[src/inc/pcx_pkg.sv]
// Purpose: Shared constants and carriers for the control and move decoder
// Assumes: 16-bit program counter, 16 x 32-bit GPRs per thread
// Notes:   Encodings of opcode classes are local choices of this block

`default_nettype none

package pcx_pkg;

    // ==========================================================
    // Sizes
    localparam int PC_W        = 16;
    localparam int STACK_DEPTH = 16;
    localparam int SP_W        = 4;

    // ==========================================================
    // Condition selector codes
    localparam logic [3:0] COND_ZS   = 4'h0;
    localparam logic [3:0] COND_ZC   = 4'h1;
    localparam logic [3:0] COND_CS   = 4'h2;
    localparam logic [3:0] COND_HI   = 4'h3;
    localparam logic [3:0] COND_LS   = 4'h4;
    localparam logic [3:0] COND_CC   = 4'h5;
    localparam logic [3:0] COND_RSV  = 4'h6;
    localparam logic [3:0] COND_AL   = 4'h7;
    localparam logic [3:0] COND_NC   = 4'h8;
    localparam logic [3:0] COND_NS   = 4'h9;
    localparam logic [3:0] COND_GE   = 4'ha;
    localparam logic [3:0] COND_GT   = 4'hb;
    localparam logic [3:0] COND_LE   = 4'hc;
    localparam logic [3:0] COND_LT   = 4'hd;
    localparam logic [3:0] COND_VS   = 4'he;
    localparam logic [3:0] COND_VC   = 4'hf;

    // ==========================================================
    // Address-indirect field positions
    localparam int AI_ARRAY_BIT = 14;
    localparam int AI_COP_HI    = 13;
    localparam int AI_COP_LO    = 10;
    localparam int AI_ARR_HI    = 9;
    localparam int AI_ARR_LO    = 8;

    // ==========================================================
    // Shared memory quadword map
    localparam logic [5:0] QW_STACK1    = 6'h0b;
    localparam logic [5:0] QW_SCR0_LO   = 6'h0c;
    localparam logic [5:0] QW_SCR0_HI   = 6'h0f;
    localparam logic [5:0] QW_POOL_LO   = 6'h10;
    localparam logic [5:0] QW_POOL_HI   = 6'h17;
    localparam logic [5:0] QW_SCR1_LO   = 6'h18;
    localparam logic [5:0] QW_SCR1_HI   = 6'h1f;
    localparam logic [5:0] QW_TREE_LO   = 6'h20;

    // Region codes
    typedef enum logic [2:0] {
        PCX_RG_OTHER,
        PCX_RG_STACK1,
        PCX_RG_SCR0,
        PCX_RG_POOL,
        PCX_RG_SCR1,
        PCX_RG_TREE
    } pcx_region_t;

    // Instruction kinds handled here
    typedef enum logic [3:0] {
        PCX_OP_NOP,
        PCX_OP_EXIT,
        PCX_OP_TBR,
        PCX_OP_BAL,
        PCX_OP_RET,
        PCX_OP_BREG,
        PCX_OP_BREL,
        PCX_OP_BRO,
        PCX_OP_MIND,
        PCX_OP_MAIND
    } pcx_op_t;

    // ==========================================================
    // Decoded instruction carrier
    typedef struct packed {
        pcx_op_t      op;
        logic [3:0]   cond;
        logic [3:0]   target_register_field;
        logic         half_sel;
        logic [4:0]   bit_position_field;
        logic         test_bit;
        logic [15:0]  relative_displacement;
        logic [15:0]  target_offset_field;
        logic [4:0]   transfer_type_field;
        logic [3:0]   data_register;
        logic [3:0]   cop_num;
        logic [1:0]   array_select;
        logic [2:0]   base_register_field;
        logic [5:0]   short_immediate_offset;
        logic [7:0]   byte_immediate_offset;
        logic         header_skip;
    } pcx_instr_t;

    // Data interface request carrier
    typedef struct packed {
        logic         valid;
        logic         is_array;
        logic         is_load;
        logic [4:0]   transfer_type_field;
        logic [3:0]   cop_num;
        logic [1:0]   array_select;
        logic [7:0]   offset;
        logic         header_skip;
        logic [3:0]   data_register;
        logic [31:0]  store_data;
    } pcx_xfer_t;

    // Status event bits
    localparam int EV_W        = 3;
    localparam int EV_STK_OVF  = 0;
    localparam int EV_STK_UND  = 1;
    localparam int EV_EXIT     = 2;

    // Register offsets
    localparam logic [3:0] REG_STATUS = 4'h0;
    localparam logic [3:0] REG_MASK   = 4'h1;
    localparam logic [3:0] REG_PC     = 4'h2;
    localparam logic [3:0] REG_SP     = 4'h3;

    // Reset values
    localparam logic [15:0] PC_RESET = 16'h0000;

endpackage

`default_nettype wire

[src/design/pcx_core.sv]
// Purpose: Executes control and data-move opcodes of one picoproc thread
// Assumes: One instruction per cycle on instr_valid; GPR file is outside
// Notes:   ALU flags and GPR contents arrive as inputs, PC is kept here
//
// Strobed register access and the register offsets were chosen for this implementation.

`timescale 1ns/100ps
`default_nettype none

module pcx_core
    import pcx_pkg::*;
(
    input  wire logic              sys_clk,
    input  wire logic              srst,
    input  wire logic              instr_valid,
    input  wire pcx_instr_t        instr,
    input  wire logic [3:0]        alu_flags,
    input  wire logic [511:0]      gpr_file,
    input  wire logic [5:0]        qw_addr,
    output pcx_region_t            qw_region,
    output logic [PC_W-1:0]        pc,
    output logic                   thread_busy,
    output pcx_xfer_t              xfer,
    input  wire logic [3:0]        reg_addr,
    input  wire logic [31:0]       reg_wdata,
    input  wire logic              reg_wr,
    input  wire logic              reg_rd,
    output logic [31:0]            reg_rdata,
    output logic                   irq
);

    // ==========================================================
    // State
    typedef struct packed {
        logic [PC_W-1:0]              pc;
        logic                          busy;
        logic [SP_W:0]                 sp;       // Entries in use
        logic [STACK_DEPTH-1:0][15:0]  stack;
        logic [EV_W-1:0]               status;
        logic [EV_W-1:0]               mask;
        pcx_xfer_t                     xfer;
        logic [31:0]                   rdata;
    } pcx_state_t;
    pcx_state_t st_reg;                  // Registered state
    pcx_state_t st_next;                 // Next state

    // ==========================================================
    // Condition evaluation, flags are Z C N V from bit 3 down
    function automatic logic cond_ok(input logic [3:0] c,
                                     input logic [3:0] f);
        logic z, cy, n, v;
        z  = f[3];
        cy = f[2];
        n  = f[1];
        v  = f[0];
        unique case (c)
            COND_ZS:  cond_ok = z;
            COND_ZC:  cond_ok = !z;
            COND_CS:  cond_ok = cy;
            COND_HI:  cond_ok = cy && !z;
            COND_LS:  cond_ok = !cy || z;
            COND_CC:  cond_ok = !cy;
            COND_RSV: cond_ok = 1'b0;
            COND_AL:  cond_ok = 1'b1;
            COND_NC:  cond_ok = !n;
            COND_NS:  cond_ok = n;
            COND_GE:  cond_ok = (n == v);
            COND_GT:  cond_ok = !z && (n == v);
            COND_LE:  cond_ok = z || (n != v);
            COND_LT:  cond_ok = (n != v);
            COND_VS:  cond_ok = v;
            COND_VC:  cond_ok = !v;
        endcase
    endfunction

    // GPR word by index
    function automatic logic [31:0] gpr_word(input logic [511:0] g,
                                             input logic [3:0] i);
        gpr_word = g[i*32 +: 32];
    endfunction

    // GPR halfword by halfword index, even index is the high half
    function automatic logic [15:0] gpr_half(input logic [511:0] g,
                                             input logic [3:0] w,
                                             input logic h);
        logic [31:0] word;
        word = gpr_word(g, w);
        gpr_half = h ? word[15:0] : word[31:16];
    endfunction

    // ==========================================================
    // Quadword region lookup
    always_comb begin
        if (qw_addr == QW_STACK1) begin
            qw_region = PCX_RG_STACK1;
        end else if (qw_addr >= QW_SCR0_LO && qw_addr <= QW_SCR0_HI) begin
            qw_region = PCX_RG_SCR0;
        end else if (qw_addr >= QW_POOL_LO && qw_addr <= QW_POOL_HI) begin
            qw_region = PCX_RG_POOL;
        end else if (qw_addr >= QW_SCR1_LO && qw_addr <= QW_SCR1_HI) begin
            qw_region = PCX_RG_SCR1;
        end else if (qw_addr >= QW_TREE_LO) begin
            qw_region = PCX_RG_TREE;
        end else begin
            qw_region = PCX_RG_OTHER;
        end
    end

    // ==========================================================
    // Next-state logic
    logic             go;                // Instruction executes
    logic [15:0]      base;              // Branch base
    logic [15:0]      ai_addr;           // Address-indirect sum
    logic [EV_W-1:0]  ev;                // Events this cycle
    always_comb begin
        st_next = st_reg;
        ev      = '0;
        base    = '0;
        ai_addr = '0;
        st_next.xfer.valid = 1'b0;
        go = instr_valid && cond_ok(instr.cond, alu_flags);
        if (instr_valid) begin
            // Normal advance; every op takes one cycle
            st_next.pc = st_reg.pc + 16'h0001;
            st_next.busy = 1'b1;
            unique case (instr.op)
                PCX_OP_NOP: begin
                end
                PCX_OP_EXIT: begin
                    if (go) begin
                        st_next.busy = 1'b0;
                        ev[EV_EXIT] = 1'b1;
                    end
                end
                PCX_OP_TBR: begin
                    // Unconditional form, flags never touched here
                    if (gpr_file[{instr.target_register_field,
                            instr.bit_position_field}] == instr.test_bit) begin
                        st_next.pc = st_reg.pc
                                   + instr.relative_displacement;
                    end
                end
                PCX_OP_BAL: begin
                    if (go) begin
                        if (st_reg.sp == (SP_W+1)'(STACK_DEPTH)) begin
                            ev[EV_STK_OVF] = 1'b1;
                        end else begin
                            st_next.stack[st_reg.sp[SP_W-1:0]] =
                                st_reg.pc + 16'h0001;
                            st_next.sp = st_reg.sp + 1'b1;
                        end
                        if (instr.target_register_field != 4'h0) begin
                            base = gpr_half(gpr_file,
                                            instr.target_register_field,
                                            instr.half_sel);
                        end
                        st_next.pc = base + instr.target_offset_field;
                    end
                end
                PCX_OP_RET: begin
                    if (go) begin
                        if (st_reg.sp == '0) begin
                            ev[EV_STK_UND] = 1'b1;
                        end else begin
                            st_next.pc = st_reg.stack[
                                SP_W'(st_reg.sp - 1'b1)];
                            st_next.sp = st_reg.sp - 1'b1;
                        end
                    end
                end
                PCX_OP_BREG: begin
                    if (go) begin
                        st_next.pc = gpr_half(gpr_file,
                                              instr.target_register_field,
                                              instr.half_sel);
                    end
                end
                PCX_OP_BREL: begin
                    if (go) begin
                        st_next.pc = st_reg.pc
                                   + instr.relative_displacement;
                    end
                end
                PCX_OP_BRO: begin
                    if (go) begin
                        if (instr.target_register_field != 4'h0) begin
                            base = gpr_half(gpr_file,
                                            instr.target_register_field,
                                            1'b0);
                        end
                        st_next.pc = base + instr.target_offset_field;
                    end
                end
                PCX_OP_MIND: begin
                    if (go) begin
                        st_next.xfer.valid = 1'b1;
                        st_next.xfer.is_array = 1'b1;
                        st_next.xfer.cop_num = instr.cop_num;
                        st_next.xfer.array_select = instr.array_select;
                        st_next.xfer.offset = 8'(gpr_half(gpr_file,
                            {2'b00, instr.base_register_field[2:1]},
                            instr.base_register_field[0])
                            + 16'(instr.short_immediate_offset));
                        st_next.xfer.header_skip = instr.header_skip;
                    end
                end
                PCX_OP_MAIND: begin
                    if (go) begin
                        ai_addr = gpr_half(gpr_file,
                            {2'b00, instr.base_register_field[2:1]},
                            instr.base_register_field[0])
                            + 16'(instr.byte_immediate_offset);
                        st_next.xfer.valid = 1'b1;
                        st_next.xfer.is_array = ai_addr[AI_ARRAY_BIT];
                        st_next.xfer.cop_num =
                            ai_addr[AI_COP_HI:AI_COP_LO];
                        st_next.xfer.array_select =
                            ai_addr[AI_ARR_HI:AI_ARR_LO];
                        st_next.xfer.offset = ai_addr[7:0];
                        st_next.xfer.header_skip = instr.header_skip;
                    end
                end
                default: begin
                end
            endcase
            // Common transfer fields
            if (instr.op == PCX_OP_MIND || instr.op == PCX_OP_MAIND) begin
                st_next.xfer.transfer_type_field =
                    instr.transfer_type_field;
                // Top bit clear means load, set means store
                st_next.xfer.is_load = !instr.transfer_type_field[4];
                st_next.xfer.data_register = instr.data_register;
                st_next.xfer.store_data =
                    gpr_word(gpr_file, instr.data_register);
            end
        end
        // Register port; set beats a write-one-to-clear
        st_next.rdata = '0;
        if (reg_wr && reg_addr == REG_STATUS) begin
            st_next.status = st_reg.status & ~reg_wdata[EV_W-1:0];
        end
        if (reg_wr && reg_addr == REG_MASK) begin
            st_next.mask = reg_wdata[EV_W-1:0];
        end
        st_next.status = st_next.status | ev;
        if (reg_rd) begin
            unique case (reg_addr)
                REG_STATUS: st_next.rdata = 32'(st_reg.status);
                REG_MASK:   st_next.rdata = 32'(st_reg.mask);
                REG_PC:     st_next.rdata = 32'(st_reg.pc);
                REG_SP:     st_next.rdata = 32'(st_reg.sp);
                default:    st_next.rdata = '0;
            endcase
        end
    end

    // ==========================================================
    // State register
    always_ff @(posedge sys_clk) begin
        if (srst) begin
            st_reg        <= '0;
            st_reg.pc     <= PC_RESET;
        end else begin
            st_reg <= st_next;
        end
    end

    assign pc          = st_reg.pc;
    assign thread_busy = st_reg.busy;
    assign xfer        = st_reg.xfer;
    assign reg_rdata   = st_reg.rdata;
    assign irq         = |(st_reg.status & st_reg.mask);
endmodule

`default_nettype wire

[config.mk]
export PLATFORM = sky130hd
export DESIGN_NAME = pcx_core
export DESIGN_NICKNAME = d
export VERILOG_FILES = /design/src/inc/pcx_pkg.sv /design/src/design/pcx_core.sv
export SDC_FILE = /design/constraint.sdc
export NUM_CORES = 2
export LEC_CHECK = 0
export ABC_CLOCK_PERIOD_IN_PS = 7400
export BUFFER_PORTS_ARGS = -buffer_cell sky130_fd_sc_hd__buf_2
export CAP_MARGIN = 20
export CORE_AREA = 3 3 295 297
export DETAILED_ROUTE_END_ITERATION = 12
export DIE_AREA = 0 0 298 300
export SYNTH_ARGS = -nofsm -noshare
export SYNTH_HDL_FRONTEND = slang
export SYNTH_SLANG_ARGS = --single-unit
[constraint.sdc]
create_clock -name sys_clk -period 7.4 [get_ports sys_clk]
set_input_delay 1.11 -clock sys_clk [delete_from_list [all_inputs] [get_ports sys_clk]]
set_output_delay 1.11 -clock sys_clk [all_outputs]
set_load 0.05 [all_outputs]
After elaboration in Yosys (flattened, before gate mapping) --
Index checks and enable logic that the tools add are counted.
Word-level totals: register bits after elaboration 375, word-level logic and storage cells 184, output and inout port bits 112
Cells by class: order comparisons 11, equal/unequal tests 38, bitwise gates (word level) 7, muxes and demuxes 55, $add $sub $neg 8, reductions and logical operators 30, shift-type cells 3
Operator list (count):
- $shiftx 512x10->32 | 2
- $mux 261 | 2
- $shiftx 512x8->31 | 1
- $mux 16 | 18
- $bwmux 256 | 1
- $pmux 16 s6 | 1
- $bmux 16 s4 | 1
- $demux 16 s4 | 1
- $pmux 16 s4 | 1
- $add 16x16->16 | 3
- $mux 15 | 3
- $eq 4x4->1 const B | 10
- $eq 4x3->1 const B | 8
- $pmux 15 s2 | 1
- $eq 4x2->1 const B | 6
- $mux 3 | 7
- $add 16x1->16 const B | 1
- $pmux 1 s16 | 1
- $add 15x8->15 | 1
- $eq 4x1->1 const B | 3
- $ge 6x5->1 const B | 2
- $le 6x5->1 const B | 2
- $ne 2x2->1 const B | 6
- $mux 1 | 11
- other kinds (34) | 59

Longest topological paths before layout --
depth in word-level cells 10, depth in mapped cells 23, mapped depth without buffers 19

Worst setup path before layout --
OpenSTA, ideal clock, no wires.
kind input to register, start input instr[72] (netlist name), end register, netlist name pc[14], setup time 0.145 ns, setup slack 1.399 ns, stages on the path 19, data arrival time 5.856 ns, data required time 7.255 ns, cells stage by stage buf_2 > buf_2 > clkbuf_1 > buf_2 > mux4_2 > mux4_2 > nor2b_1 > ha_1 > nor2b_1 > o21ai_0 > a21boi_0 > o21ai_0 > a21boi_0 > o41ai_1 > o21ai_0 > xor2_1 > a221o_1 > a221oi_1 > a2111oi_0
On the way: word-level cells in the longest chain between the ends 9, elaborated cells between the ends (all ways) 21
Ends and longest elaborated chain:
- start: declaration | RTL line pcx_core.sv:16 | input wire pcx_instr_t instr,
- $shiftx 512x10->32 | RTL line pcx_core.sv:79 | gpr_word = g[i*32 +: 32];
- $mux 16 | RTL line pcx_core.sv:88 | gpr_half = h ? word[15:0] : word[31:16];
- $mux 16 | RTL line pcx_core.sv:152 | if (instr.target_register_field != 4'h0) begin
- $mux 16 | RTL line pcx_core.sv:144 | if (go) begin
- $mux 16 | RTL line pcx_core.sv:126 | unique case (instr.op)
- $mux 16 | RTL line pcx_core.sv:122 | if (instr_valid) begin
- $add 16x16->16 | RTL line pcx_core.sv:157 | st_next.pc = base + instr.target_offset_field;
- $mux 16 | RTL line pcx_core.sv:144
- $pmux 16 s6 (*) | RTL line pcx_core.sv:126
Mark *: on every way between the ends. The rest lies on a longest branch, timed or not. The select of a mux whose other input is x is not followed. A chain may end at the register's enable or synchronous reset.

Worst setup path in the final report --
start input instr[73] (netlist name), end register, netlist name pc[15]
On the way: word-level cells in the longest chain between the ends 9, elaborated cells between the ends (all ways) 21
Ends and longest elaborated chain (RTL line):
- $shiftx 512x10->32 | pcx_core.sv:79
- $mux 16 | pcx_core.sv:88
- $mux 16 | pcx_core.sv:152
- $mux 16 | pcx_core.sv:144
- $mux 16 | pcx_core.sv:126
- $mux 16 | pcx_core.sv:122
- $add 16x16->16 | pcx_core.sv:157
- $mux 16 | pcx_core.sv:144
- $pmux 16 s6 (*) | pcx_core.sv:126
Marked as above.

==> out/metrics.yaml <==
status: "finished clean"
ant_nets: 0
dieArea_sq_um: 89400
antenna_found_initial: 105
grt_usage_pct: 35.53
cts.reportedPaths.clkPinSlew_ns: 0.06
async_reset_ff_share_pct: 0
tns_ns: 0
syn_inst: 3150
r2r_slack_ns: 2.81
port_buffers: 713
fin_skew_ns: 0.04824
crit_path_cell_trace: "buf_6 -> buf_4 -> mux4_2 -> nand2_1 -> nand2_1 -> o21ai_0 -> nor2_1 -> a21oi_1 -> nor2_1 -> ha_1 -> nor3_1 -> o211ai_1 -> nand4_1 -> a31oi_1 -> a31o_2 -> a21o_1 -> a21oi_1 -> xnor2_1 -> o211ai_1 -> o2111ai_1 -> o2bb2ai_1"
max_slew_margin_pct: 12.26
vias_per_cell: 6.528
layout-drive-gt1-share_pct: 38.93
synth_top_cells_by_count: "mux4_2 (497), nor2_1 (409), dfxtp_1 (359)"
crit_type: "primary input to register"
synth_edf_count: 0
fin_ws_ns: 1.697
clockRootBuffer: "clkbuf_16"
numCtsBuffers: 41
drt-initial-drc-count: 4009
dp_hpwl_mm: 132.5
synth_top_area_cell: "mux4_2"
worst_pin_slew_ns: 1.308
die_y_um: 300
fillers: 8287
ys_ff_latch: 359
post_cts_resized: 0
cp_max_fo: 61
nNetsFinal: 4291
fmaxAchievable_ghz: 0.1754
clock_sinks: 359
cts_hold_buf: 0
hold_class: "register to register"
ys_types: 71
drv_cap: 0
grt_max_degree: 190
finalHoldViolCount: 0
synth_top_area_share_pct: 34.31
critPathLaunchType: "primary input"
cp_slowest_cell: "o21ai_0"
synth-seq-area-share_pct: 22.03
synthTopCellsByArea: "mux4_2 (34%), dfxtp_1 (22%), a211oi_1 (7.4%)"
die_x_um: 298
rsz0062_at_grt: "false"
total_power_w: 0.006324
fin_crit_sh_pct: 77.06
ir_worst_vdd_mv: 0.1357
wl_mm: 164.1
syn2layout_area_growth_pct: 16.69
crit_buf_inv: 2
grt_pass1_wl_mm: 228.3
crit_required_ns: 7.87
utilization_pct: 44.85
dr.pass1.iters: 6
place_ws_ns: 1.165
drc_errors: 0
initial_core_util_pct: 38.43
cts_tree: "yes"
maxSlewViolCount: 0
row_count: 107
yosys_warnings: 0
via_count: 31470
pin_count: 759
end_kind: "register"
avgSynthCellArea_sq_um: 10.36
ys.flop_type: "dfxtp_1"
coreArea_sq_um: 84880
p_leak_nw: 14.23
critPathMaxStageDelay_ns: 0.71
crit_arrival_ns: 6.17
wl_per_cell_um: 34.04
setup_viol: 0
clk_latency_ns: 0.59
gp_congestion: 1.175
overflow: 0
cts_buffer_depth: 3
holdWs_ns: 0.4508
crit_family: "compound AO/OA/AOI/OAI gates"
postCtsSetupBuffers: 0
cts_max_level: 2
synthesis.area_sq_um: 32620
finalCriticalPeriod_ns: 5.703
pwr_density_cell_nw_per_um2: 166.1
synth_most_common_cell: "mux4_2"
grt_pass1_vias: 30170
## worst paths after layout
| kind | cells past startpoint | end | from |
|---|---|---|---|
| max | 21 | pc[15] | instr[73] |
| min | 2 | xfer[34] | xfer[34] |
| max reg2reg | 11 | pc[4] | st_reg[353] |
| min reg2reg | 2 | xfer[34] | xfer[34] |
## metrics by stage
stage | instance area, sq um | std cells
5_1_grt | 38030 | 4804
2_1_floorplan | 32680 | 3165
6_report | 38070 | 4820
3_5_place_dp | 36400 | 4673
3_3_place_gp | 36390 | 4672
4_1_cts | 37850 | 4745
## worst reg2reg max path, cell delays in order, from the launching register on
cell and delay, ns:
dfxtp_4 0.87, inv_1 0.24, ha_4 0.68, buf_4 0.60, mux4_2 0.42, mux2i_1 0.31, nor2_1 0.08, a211oi_1 0.28
a21oi_1 0.15, a221oi_1 0.53, o21ai_0 0.15, and3_1 0.20
## power breakdown
part	internal (W)	switching (W)	total, W	leakage, nW
registers	0.00195	0.0000280	0.00198	2.90
logic	0.000878	0.00124	0.00212	10.6
clock network	0.00135	0.000882	0.00223	0.713
total	0.00417	0.00215	0.00632	14.2
## metal layers
layer / share of wire (%) / vias to the layer above / global-route usage, %
li1: - / 13150 / -
met1: 34 / 15400 / 41.99
met2: 45 / 2330 / 54.64
met3: 12 / 580 / 11.34
met4: 8.6 / 12 / 25.68
met5: 0.053 / - / 0
## cell usage in the layout, fill, tap and decap left out, types with 39 or more instances in the layout
master	n
a211oi_1	321
mux2i_1	170
nor3_1	39
xnor2_1	42
mux4_2	497
diode_2	72
buf_2	705
inv_1	39
buf_4	68
nand2_1	118
dfxtp_1	358
a21oi_1	132
clkbuf_16	42
nor2_1	409
o21ai_0	66
a22oi_1	46
nor2b_1	79
ha_1	63
## kinds of logic after synthesis
| family | share of synthesized area (%) |
|---|---|
| flops | 22.03 |
| buf+inv | 6.885 |
| fa+ha+maj | 2.761 |
| simple gates | 10.68 |
| compound gates | 14.98 |
| other cells | 0.01150 |
| xor+xnor | 2.094 |
| mux | 40.56 |
## area by class of cell
type | count | area, sq um | area share [%]
diodes | 72 | 180.2 | 0.4733
clock buffers | 53 | 1152 | 3.027
clock inverters | 19 | 295.3 | 0.7757
inverters | 41 | 153.9 | 0.4043
multi-input cells | 2344 | 23400 | 61.46
flip-flops and latches | 359 | 7191 | 18.89
well taps | 1144 | 1431 | 3.760
repair buffers | 788 | 4268 | 11.21
Note: power is estimated with default switching activity, not from simulation.
